## src/verilog/spm_pkg.sv

```systemverilog
// Package: register map, field layout and carrier types of the pin mux
package spm_pkg;

   // ----------------------------------------------------------------
   // Register byte offsets
   // ----------------------------------------------------------------
   localparam logic [7:0] OFS_D_FSEL   = 8'h00;
   localparam logic [7:0] OFS_D_DIR    = 8'h04;
   localparam logic [7:0] OFS_D_DATA   = 8'h08;
   localparam logic [7:0] OFS_E_FSEL   = 8'h0c;
   localparam logic [7:0] OFS_E_DIR    = 8'h10;
   localparam logic [7:0] OFS_E_DATA   = 8'h14;
   localparam logic [7:0] OFS_CTRL     = 8'h18;
   localparam logic [7:0] OFS_STATUS   = 8'h1c;

   // ----------------------------------------------------------------
   // Reset values
   // ----------------------------------------------------------------
   localparam logic [2:0] RST_FSEL     = 3'h0;
   localparam logic [2:0] RST_DIR      = 3'h0;
   localparam logic [2:0] RST_DATA     = 3'h0;
   localparam logic [4:0] RST_CTRL     = 5'h00;

   // ----------------------------------------------------------------
   // Pin positions within each three-pin port
   // ----------------------------------------------------------------
   localparam int PIN_D_CLK  = 0;
   localparam int PIN_D_RX   = 1;
   localparam int PIN_D_TX   = 2;
   localparam int PIN_E_RX   = 0;
   localparam int PIN_E_TX   = 1;
   localparam int PIN_E_CLK  = 2;

   // ----------------------------------------------------------------
   // Control and status field positions
   // ----------------------------------------------------------------
   localparam int CTRL_SYNC_MODE   = 0;
   localparam int CTRL_SCLK_OUT    = 1;
   localparam int CTRL_ACLK_OUT    = 2;
   localparam int CTRL_ACLK_TX     = 3;
   localparam int CTRL_ACLK_RX     = 4;
   localparam int STAT_VIOL        = 0;
   localparam int STAT_D_LVL       = 8;
   localparam int STAT_E_LVL       = 12;

   // ----------------------------------------------------------------
   // Timing counts in system clock cycles
   // ----------------------------------------------------------------
   localparam int MIN_HALF_CYCLES  = 3;
   localparam int MIN_PERIOD_CYCLES = 2 * MIN_HALF_CYCLES;
   localparam int HALF_W = $clog2(MIN_HALF_CYCLES + 1);

   // ----------------------------------------------------------------
   // Carrier types
   // ----------------------------------------------------------------
   typedef struct packed {
      logic [2:0] o;
      logic [2:0] oe;
   } spm_pins_type;

   typedef struct packed {
      logic tx_bit;
      logic tx_active;
      logic clk_gen;
   } spm_sync_in_type;

   typedef struct packed {
      logic rx_bit;
      logic tx_shift;
      logic rx_sample;
   } spm_sync_out_type;

   typedef struct packed {
      logic tx_bit;
      logic clk_gen;
   } spm_async_in_type;

   typedef struct packed {
      logic rx_bit;
      logic tx_tick;
      logic rx_tick;
   } spm_async_out_type;

endpackage

```

## src/verilog/spm_sync2.sv

```systemverilog
// Two-stage synchroniser for pin levels entering the pclk domain
`timescale 1ns/1ns
module spm_sync2 #(
   parameter int WIDTH = 1
) (
   input  wire logic             pclk,
   input  wire logic             presetn,
   input  wire logic [WIDTH-1:0] async_in,
   output logic      [WIDTH-1:0] sync_out
);

   logic [WIDTH-1:0] meta_q;

   // ----------------------------------------------------------------
   // First stage is read only by the second
   // ----------------------------------------------------------------
   always_ff @(posedge pclk or negedge presetn) begin
      if (!presetn) begin
         meta_q   <= '0;
         sync_out <= '0;
      end else begin
         meta_q   <= async_in;
         sync_out <= meta_q;
      end
   end

endmodule // spm_sync2

```

## src/verilog/spm_pin_mux.sv

```systemverilog
// Pin mux for the sync and async serial units with APB registers
// Function
// - Reset leaves all six serial pins as general-purpose lines.
// - Port D select picks serial role or GPIO per sync pin.
// - Port E select picks serial role or GPIO per async pin.
// - Port D GPIO pin direction follows port D direction bit.
// - Sync bit clock drives tx and rx in sync mode, tx only else.
// - Each sync clock half lasts at least three system cycles.
// - Sync receive pin in serial role is input to the sync unit.
// - Sync transmit pin drives tx data, output only while sending.
// - Async receive pin feeds serial data to the async unit.
// - Async transmit pin outputs async unit transmit data.
// - Async clock pin is input or output, for tx, rx or both.
//
// Chosen here: the register offsets and the APB interface to the registers.
`timescale 1ns/1ns
module spm_pin_mux
   import spm_pkg::*;
(
   input  wire logic                        pclk,
   input  wire logic                        presetn,
   input  wire logic                        psel,
   input  wire logic                        penable,
   input  wire logic                        pwrite,
   input  wire logic [7:0]                  paddr,
   input  wire logic [31:0]                 pwdata,
   output logic      [31:0]                 prdata,
   output logic                             pready,
   output logic                             pslverr,
   input  wire logic [2:0]                  port_d_pin_i,
   output spm_pkg::spm_pins_type            port_d_pin,
   input  wire logic [2:0]                  port_e_pin_i,
   output spm_pkg::spm_pins_type            port_e_pin,
   input  wire spm_pkg::spm_sync_in_type    sync_unit_i,
   output spm_pkg::spm_sync_out_type        sync_unit_o,
   input  wire spm_pkg::spm_async_in_type   async_unit_i,
   output spm_pkg::spm_async_out_type       async_unit_o
);
   import spm_pkg::*;

   // ----------------------------------------------------------------
   // State
   // ----------------------------------------------------------------
   typedef struct packed {
      // Software-visible registers
      logic [2:0]        d_fsel;
      logic [2:0]        d_dir;
      logic [2:0]        d_data;
      logic [2:0]        e_fsel;
      logic [2:0]        e_dir;
      logic [2:0]        e_data;
      logic [4:0]        ctrl;

      // Clock watch and edge history
      logic              viol;
      logic              sclk_prev;
      logic              sclk_armed;
      logic [HALF_W-1:0] half_cnt;
      logic              aclk_prev;

      // Bus answer
      logic              pready;
      logic              pslverr;
      logic [31:0]       prdata;

      // Registered pin drive and unit strobes
      spm_pins_type      d_pin;
      spm_pins_type      e_pin;
      spm_sync_out_type  sync_o;
      spm_async_out_type async_o;
   } spm_state_type;

   spm_state_type state_q;
   spm_state_type state_d;

   logic [2:0] d_lvl;
   logic [2:0] e_lvl;

   // ----------------------------------------------------------------
   // Pin synchronisers
   // ----------------------------------------------------------------
   // Two flops per pin; the logic never sees a raw pin level
   spm_sync2 #(
      .WIDTH    (3)
   ) u_sync_d (
      .pclk     (pclk),
      .presetn  (presetn),
      .async_in (port_d_pin_i),
      .sync_out (d_lvl)
   );

   spm_sync2 #(
      .WIDTH    (3)
   ) u_sync_e (
      .pclk     (pclk),
      .presetn  (presetn),
      .async_in (port_e_pin_i),
      .sync_out (e_lvl)
   );

   // ----------------------------------------------------------------
   // Next-state logic
   // ----------------------------------------------------------------
   always_comb begin
      logic              wr_en;
      logic              rd_en;
      logic              hit;
      logic [31:0]       rdata;
      logic              sync_mode;
      logic              sclk_lvl;
      logic              sclk_rise;
      logic              sclk_fall;
      logic              sclk_edge;
      logic              viol_set;
      logic              viol_clr;
      logic              aclk_lvl;
      logic              aclk_rise;
      logic [HALF_W-1:0] half_max;

      state_d   = state_q;
      wr_en     = 1'b0;
      rd_en     = 1'b0;
      hit       = 1'b1;
      rdata     = 32'h0000_0000;
      sync_mode = state_q.ctrl[CTRL_SYNC_MODE];
      half_max  = HALF_W'(MIN_HALF_CYCLES);
      viol_set  = 1'b0;
      viol_clr  = 1'b0;
      sclk_lvl  = 1'b0;
      sclk_rise = 1'b0;
      sclk_fall = 1'b0;
      sclk_edge = 1'b0;
      aclk_lvl  = 1'b0;
      aclk_rise = 1'b0;

      // ----------------------------------------------------------------
      // Register bus
      // ----------------------------------------------------------------
      // APB: one wait state, pready raised for one cycle
      rd_en = psel && penable && !state_q.pready;
      wr_en = psel && penable && pwrite && state_q.pready;

      // Read mux; an unmapped offset answers with an error
      case (paddr)
         OFS_D_FSEL: begin
            rdata[2:0] = state_q.d_fsel;
         end
         OFS_D_DIR: begin
            rdata[2:0] = state_q.d_dir;
         end
         OFS_D_DATA: begin
            rdata[2:0] = d_lvl;
         end
         OFS_E_FSEL: begin
            rdata[2:0] = state_q.e_fsel;
         end
         OFS_E_DIR: begin
            rdata[2:0] = state_q.e_dir;
         end
         OFS_E_DATA: begin
            rdata[2:0] = e_lvl;
         end
         OFS_CTRL: begin
            rdata[4:0] = state_q.ctrl;
         end
         OFS_STATUS: begin
            rdata[STAT_VIOL]              = state_q.viol;
            rdata[STAT_D_LVL +: 3]        = d_lvl;
            rdata[STAT_E_LVL +: 3]        = e_lvl;
         end
         default: begin
            hit = 1'b0;
         end
      endcase

      state_d.pready = rd_en;
      if (rd_en) begin
         state_d.prdata  = pwrite ? 32'h0000_0000 : rdata;
         state_d.pslverr = !hit;
      end else begin
         state_d.prdata  = 32'h0000_0000;
         state_d.pslverr = 1'b0;
      end

      // A write lands at the edge that sees pready high, while the
      // master still holds address and data
      if (wr_en && hit) begin
         case (paddr)
            OFS_D_FSEL: state_d.d_fsel = pwdata[2:0];
            OFS_D_DIR:  state_d.d_dir  = pwdata[2:0];
            OFS_D_DATA: state_d.d_data = pwdata[2:0];
            OFS_E_FSEL: state_d.e_fsel = pwdata[2:0];
            OFS_E_DIR:  state_d.e_dir  = pwdata[2:0];
            OFS_E_DATA: state_d.e_data = pwdata[2:0];
            OFS_CTRL:   state_d.ctrl   = pwdata[4:0];
            OFS_STATUS: viol_clr       = pwdata[STAT_VIOL];
            default: begin
               viol_clr = 1'b0;
            end
         endcase
      end

      // ----------------------------------------------------------------
      // Serial clock edges
      // ----------------------------------------------------------------
      // Sync bit clock: own generated clock when driving the pin,
      // else the synchronised pin level
      // Changing the clock source mid-frame can show one false edge,
      // so software switches it only while the link is idle
      if (state_q.ctrl[CTRL_SCLK_OUT]) begin
         sclk_lvl = sync_unit_i.clk_gen;
      end else begin
         sclk_lvl = d_lvl[PIN_D_CLK];
      end
      sclk_rise = sclk_lvl && !state_q.sclk_prev;
      sclk_fall = !sclk_lvl && state_q.sclk_prev;
      sclk_edge = sclk_rise || sclk_fall;
      state_d.sclk_prev = sclk_lvl;

      // Half-period watch; first half after selection is unarmed
      // Pin clock halves are timed on the synchronised level, so a half that
      // only just meets the limit may still be flagged
      if (!state_q.d_fsel[PIN_D_CLK]) begin
         state_d.sclk_armed = 1'b0;
         state_d.half_cnt   = '0;
      end else if (sclk_edge) begin
         // Too fast a clock is flagged, and its edges are still served
         viol_set           = state_q.sclk_armed &&
                              (state_q.half_cnt < half_max);
         state_d.sclk_armed = 1'b1;
         state_d.half_cnt   = HALF_W'(1);
      end else if (state_q.half_cnt < half_max) begin
         state_d.half_cnt   = state_q.half_cnt + HALF_W'(1);
      end

      // Set wins over a write-one clear in the same cycle
      if (viol_set) begin
         state_d.viol = 1'b1;
      end else if (viol_clr) begin
         state_d.viol = 1'b0;
      end

      // Clock serves tx always, rx only in sync mode
      state_d.sync_o.tx_shift  = state_q.d_fsel[PIN_D_CLK] && sclk_rise;
      state_d.sync_o.rx_sample = state_q.d_fsel[PIN_D_CLK] && sclk_fall &&
                                 sync_mode;
      // Receive data into the sync unit
      state_d.sync_o.rx_bit    = state_q.d_fsel[PIN_D_RX] &&
                                 d_lvl[PIN_D_RX];

      // Async clock edges, steered to tx and/or rx
      // Rising edges only; the unit times its bits from these ticks
      if (state_q.ctrl[CTRL_ACLK_OUT]) begin
         aclk_lvl = async_unit_i.clk_gen;
      end else begin
         aclk_lvl = e_lvl[PIN_E_CLK];
      end
      aclk_rise = aclk_lvl && !state_q.aclk_prev;
      state_d.aclk_prev = aclk_lvl;
      state_d.async_o.tx_tick = state_q.e_fsel[PIN_E_CLK] && aclk_rise &&
                                state_q.ctrl[CTRL_ACLK_TX];
      state_d.async_o.rx_tick = state_q.e_fsel[PIN_E_CLK] && aclk_rise &&
                                state_q.ctrl[CTRL_ACLK_RX];
      // Receive data into the async unit; idle line reads high
      state_d.async_o.rx_bit  = !state_q.e_fsel[PIN_E_RX] ||
                                e_lvl[PIN_E_RX];

      // ----------------------------------------------------------------
      // Pin drive
      // ----------------------------------------------------------------
      // Registered, so a pin follows its cause one cycle later
      // GPIO direction and data for ports D and E
      state_d.d_pin.oe = state_q.d_dir;
      state_d.d_pin.o  = state_q.d_data;
      state_d.e_pin.oe = state_q.e_dir;
      state_d.e_pin.o  = state_q.e_data;

      // Serial role overrides the GPIO direction bit
      if (state_q.d_fsel[PIN_D_CLK]) begin
         state_d.d_pin.oe[PIN_D_CLK] = state_q.ctrl[CTRL_SCLK_OUT];
         state_d.d_pin.o[PIN_D_CLK]  = sync_unit_i.clk_gen;
      end
      if (state_q.d_fsel[PIN_D_RX]) begin
         state_d.d_pin.oe[PIN_D_RX] = 1'b0;
         state_d.d_pin.o[PIN_D_RX]  = 1'b0;
      end
      // Transmit pin drives only while sending
      if (state_q.d_fsel[PIN_D_TX]) begin
         state_d.d_pin.oe[PIN_D_TX] = sync_unit_i.tx_active;
         state_d.d_pin.o[PIN_D_TX]  = sync_unit_i.tx_bit;
      end
      // Async receive pin is input only
      if (state_q.e_fsel[PIN_E_RX]) begin
         state_d.e_pin.oe[PIN_E_RX] = 1'b0;
         state_d.e_pin.o[PIN_E_RX]  = 1'b0;
      end
      if (state_q.e_fsel[PIN_E_TX]) begin
         state_d.e_pin.oe[PIN_E_TX] = 1'b1;
         state_d.e_pin.o[PIN_E_TX]  = async_unit_i.tx_bit;
      end
      // Async clock pin direction from control
      if (state_q.e_fsel[PIN_E_CLK]) begin
         state_d.e_pin.oe[PIN_E_CLK] = state_q.ctrl[CTRL_ACLK_OUT];
         state_d.e_pin.o[PIN_E_CLK]  = async_unit_i.clk_gen;
      end
   end

   // ----------------------------------------------------------------
   // State register
   // ----------------------------------------------------------------
   always_ff @(posedge pclk or negedge presetn) begin
      if (!presetn) begin
         state_q            <= '0;
         // All pins come up as GPIO inputs
         state_q.d_fsel     <= RST_FSEL;
         state_q.e_fsel     <= RST_FSEL;
         state_q.d_dir      <= RST_DIR;
         state_q.e_dir      <= RST_DIR;
         state_q.d_data     <= RST_DATA;
         state_q.e_data     <= RST_DATA;
         state_q.ctrl       <= RST_CTRL;
         // Idle line reads high, so the unit sees no false start bit
         state_q.async_o.rx_bit <= 1'b1;
      end else begin
         state_q <= state_d;
      end
   end

   // ----------------------------------------------------------------
   // Outputs, all straight from the state register
   // ----------------------------------------------------------------
   assign prdata       = state_q.prdata;
   assign pready       = state_q.pready;
   assign pslverr      = state_q.pslverr;
   assign port_d_pin   = state_q.d_pin;
   assign port_e_pin   = state_q.e_pin;
   assign sync_unit_o  = state_q.sync_o;
   assign async_unit_o = state_q.async_o;

endmodule // spm_pin_mux

```

## config.mk

```make
export PLATFORM = sky130hd
export DESIGN_NAME = spm_pin_mux
export DESIGN_NICKNAME = d
export VERILOG_FILES = /design/src/verilog/spm_pkg.sv /design/src/verilog/spm_sync2.sv /design/src/verilog/spm_pin_mux.sv
export SDC_FILE = /design/constraint.sdc
export NUM_CORES = 1
export LEC_CHECK = 0
export BUFFER_PORTS_ARGS = -buffer_cell sky130_fd_sc_hd__buf_2
export CAP_MARGIN = 20
export CORE_UTILIZATION = 53
export DETAILED_ROUTE_END_ITERATION = 16
export HOLD_SLACK_MARGIN = 0.12
export PLACE_DENSITY = 0.84
export SYNTH_ARGS = -nofsm -noshare
export SYNTH_HDL_FRONTEND = slang
export SYNTH_HIERARCHICAL = 1
export SYNTH_SLANG_ARGS = --single-unit
export TNS_END_PERCENT = 20
```

## constraint.sdc

```tcl
create_clock -name pclk -period 5 [get_ports pclk]
set_clock_uncertainty 0.05 [all_clocks]
set_input_delay 1 -clock pclk [delete_from_list [all_inputs] [get_ports pclk]]
set_output_delay 1 -clock pclk [all_outputs]
set_load 0.05 [all_outputs]
```

* Word-level counts from Yosys, hierarchy flattened
Index checks and enable logic that the tools add are counted. Widths: inputs -> output; s select.
Word-level totals: register bits 93, input bits 56, output and inout bits 52
Cells by class: muxes and demuxes 32, reductions and logical operators 34, equality and inequality tests 9, $add $sub $neg 1, order comparisons 1
Operator list (number):
- $mux 33 | 1
- $eq 8x5->1 const B | 4
- $mux 1 | 22
- $eq 8x4->1 const B | 2
- $logic_and 1x1->1 | 16
- $mux 15 | 1
- $pmux 2 s7 | 1
- $reduce_and 2->1 | 7
- $mux 3 | 3
- $eq 8x3->1 const B | 1
- $logic_not 8->1 | 1
- $pmux 1 s8 | 1
- $reduce_or 8->1 | 1
- $logic_not 1->1 | 6
- $mux 2 | 3
- $ne 3x1->1 const B | 1
- $add 2x1->2 const B | 1
- $logic_or 1x1->1 | 2
- $lt 2x2->1 const B | 1
- $ne 2x1->1 const B | 1
- $reduce_bool 2->1 | 1

* Depth between registers and ports, before layout
word-level depth 7, mapped depth 5

* By module
Netlist, hierarchy kept.
Modules (own cells, without submodules):
- spm_pin_mux | sequential area each 1502.7 sq um, area an instance 2819.0 sq um, times used 1, cells an instance 225
- spm_sync2 | sequential area each 150.1 sq um, area an instance 150.1 sq um, times used 2, cells an instance 6

* Worst setup path before layout
Ideal clock, no wire load.
kind input -> register, from input port paddr[1], to register state_q[66] (netlist bit), data arrival time 2.701 ns, path slack 2.124 ns, stages on the path 4, library setup time 0.125 ns, cell sequence or4_4 -> or4_4 -> or3_4 -> mux2_4
Between the ends: word-level cells in the longest chain between the ends 5, elaborated cells between the ends (all ways) 12
Ends and longest elaborated chain:
- start, declared | line spm_pin_mux.sv:25 | input wire logic [7:0] paddr,
- $eq 8x5->1, or another cell as far along | line spm_pin_mux.sv:144 | case (paddr)
- $reduce_or 8->1 (no line)
- $mux 1 | line spm_pin_mux.sv:144
- $logic_and 1x1->1 | line spm_pin_mux.sv:187 | if (wr_en && hit) begin
- $reduce_and 2->1 (no line) (*)
- end signal, assigned | line spm_pin_mux.sv:325 | state_q <= state_d;
- end, declared | line spm_pin_mux.sv:73 | spm_state_type state_q;
Mark *: on every way between the ends. The rest lies on a longest branch, timed or not. A chain may end at the register's enable or synchronous reset.

* Worst setup path after layout
from input port paddr[1], to register state_q[61] (netlist bit)
The elaborated chain is that of the path after synthesis.

==> impl_metrics.yaml <==
run_status:
  status: "completed"
route:
  dr_total_vias: 1741
  drc: 0
  via_per_inst: 4.92
  first_pass_iters: 4
  wl_mm: 4.92
  antenna_left: 0
  first_iter_violations: 119
  route.detailed.wl_per_inst_microns: 13.9
placed_design:
  place_hpwl_mm: 3.63
  placed_area_sq_mm: 0.00320
  gp_congestion: 0.844
  port_buffers: 59
pwr:
  p_total_mw: 1.11
  powerDensity_mw_per_mm2: 327
  p_leak_nw: 1.83
  vdd_drop_max_mv: 0.188
clock_tree:
  ctsHtreeMaxLevel: 3
  hold_buffers: 0
  cts_buffer_depth: 2
  clkLatencyLatePin_ns: 0.34
  post_cts_resized: 0
  post-cts-setup-buffers: 0
  cts_sinks: 72
  cts_tree: "done"
  cts_root_buffer: "clkbuf_8"
  cts_buffers: 9
  clk_transition_reported_paths_ns: 0.06
timing:
  setup_tns_ns: 0
  fin_crit_ns: 2.81
  relSlewSlack_pct: 56.2
  worst_slew_pin_slew_ns: 0.652
  grt_setup_unrepaired: "no"
  hold_viol: 0
  setup_viol: 0
  finalMaxSlewViolations: 0
  finalCritPeriodShare_pct: 56.2
  timing.fmax_ghz: 0.356
finish:
  fin_area_sq_mm: 0.00340
  nets: 337
  multi_input_area_sq_um: 983
  syn_to_final_growth_pct: 9.15
  antenna_cells: 0
  fillers: 439
  register_area_sq_mm: 0.00180
  drive_gt1_share_pct: 41.1
yosys:
  ys_seq_area_share_pct: 57.8
  synth.most_common_cell: "dfrtp_1"
  async_flop_share_pct: 100
  synth_top_family_by_area: "multiplexers"
  synthFlopType: "dfrtp_1"
  avgSynthCellArea_sq_um: 13.2
  ys_warn_count: 6
  synth_compound_area_share_pct: 2.73
  synthMuxAreaShare_pct: 14.9
  synth-edff-count: 0
  synth.area.top_cells: "dfrtp_1 57%, buf_4 12%, mux2_2 10%"
  synth-xor-area-share_pct: 0.281
  synth_cell_types: 36
  synth_cells: 237
  synthSimpleGateAreaFrac_pct: 9.87
  yosys.area.top_type_share_pct: 57.0
  synthAdderAreaFrac_pct: 1.20
  synth_common_cells: "71 x dfrtp_1, 50 x buf_4, 28 x mux2_2"
  yosys_register_bits: 72
  syn_area_sq_mm: 0.00312
  synth_top_cell_by_area: "dfrtp_1"
global_route:
  grt_max_degree: 48
  grt_antenna_before_repair: 0
  grt_usage_pct: 17.8
  grt_pass1_wl_mm: 8.09
  grt_pass1_vias: 1686
  gr-total-overflow: 0
worst_hold_path:
  hold_class: "reg2reg"
floorplanning:
  num_io_pins: 108
  die_height_microns: 78.7
  row_count: 27
  die_area_sq_mm: 0.00620
  placeableCoreArea_sq_mm: 0.00557
  start_util_pct: 56.0
  die_w_microns: 78.7
critical_path:
  arrival_ns: 2.98
  cp_data_required_time_ns: 5.17
  worstSetupEndpointType: "flop"
  setup.worst_path.start_class: "input pin"
  path_class: "in2reg"
  critPathMaxFanout: 5
job:
  cap_violations: 0
[cell type report]
| class | instances | area share (%) |
|---|---|---|
| multi-input combinational | 129 | 28.9 |
| inverter | 5 | 0.551 |
| clock inverter | 4 | 1.32 |
| timing repair buffer | 61 | 9.48 |
| clock buffer | 11 | 4.15 |
| tap | 72 | 2.65 |
| sequential | 72 | 53.0 |
[metrics by stage]
stage | hold WS (ns) | setup slack (ns) | instances | utilization (%)
4_1_cts | 0.300 | 2.20 | 353 | 60.7
3_3_place_gp | 0.282 | 1.85 | 338 | 57.4
5_1_grt | 0.310 | 2.15 | 354 | 61.1
3_5_place_dp | 0.285 | 1.84 | 338 | 57.4
2_1_floorplan | 0.281 | 2.12 | 257 | -
6_report | 0.298 | 2.19 | 354 | 61.1
[where the power goes]
part / switching [mW] / leakage (nW) / internal, mW
Clock: 0.194 / 0.0989 / 0.239
Sequential: 0.00403 / 0.968 / 0.590
Combinational: 0.0673 / 0.766 / 0.0193
[cells by family (layout without fill, tap and decap cells)]
| kind of cell | Yosys count | in the layout |
|---|---|---|
| compound gates | 12 | 12 |
| xor+xnor | 1 | 1 |
| fa+ha+maj | 3 | 3 |
| buf+inv | 56 | 81 |
| flops | 72 | 72 |
| mux | 39 | 39 |
| other cells | 1 | 21 |
| simple gates | 53 | 53 |
[sequential cells by signal, indices dropped and copies added (netlist names)]
| name | count |
|---|---|
| port_d_pin | 6 |
| async_unit_o | 3 |
| pslverr | 1 |
| u_sync_e/meta_q | 3 |
| prdata | 11 |
| pready | 1 |
| port_e_pin | 6 |
| u_sync_d/sync_out | 3 |
| u_sync_d/meta_q | 3 |
| state_q | 29 |
| u_sync_e/sync_out | 3 |
| sync_unit_o | 3 |
[cells in the final DEF, fill, tap and decap left out, types with 2 or more instances in the layout]
cell type / count
dfrtp_1: 71
buf_2: 59
mux2_2: 28
conb_1: 21
and2_1: 13
clkbuf_8: 10
nand2_1: 9
nor2_1: 7
mux2i_1: 6
inv_1: 5
nand2b_1: 5
a21oi_1: 4
nor2b_1: 4
nor3_1: 3
mux2_4: 3
ha_1: 3
clkinv_2: 3
or4_4: 2
or3_2: 2
nand4_1: 2
mux4_2: 2
[worst max-delay path, stage by stage]
cell and delay, ns:
buf_2 0.09, or4_4 0.56, or4_4 0.53, nor2_1 0.41, mux2_2 0.39
[worst paths after layout]
| kind | startpoint | slack [ns] | depth (start not counted) | to |
|---|---|---|---|---|
| max | paddr[1] | 2.19 | 5 | state_q[61] |
| min | u_sync_e/meta_q[2] | 0.30 | 0 | u_sync_e/sync_out[2] |
| max reg2reg | pready | 3.01 | 4 | state_q[61] |
| min reg2reg | u_sync_e/meta_q[2] | 0.30 | 0 | u_sync_e/sync_out[2] |
| max in group asynchronous | presetn | 3.61 | 3 | async_unit_o[2] |
| min in group asynchronous | presetn | 0.43 | 1 | port_d_pin[5] |
[layer usage]
layer | vias to the layer above | GRT usage (%) | share of wire, %
met3 | 8 | 5.17 | 5.5
met1 | 849 | 23.3 | 45
met5 | - | 0 | 0
li1 | 820 | - | -
met4 | 0 | 8.33 | 1.2
met2 | 64 | 27.2 | 48
Power figures use the tool's default switching activity.
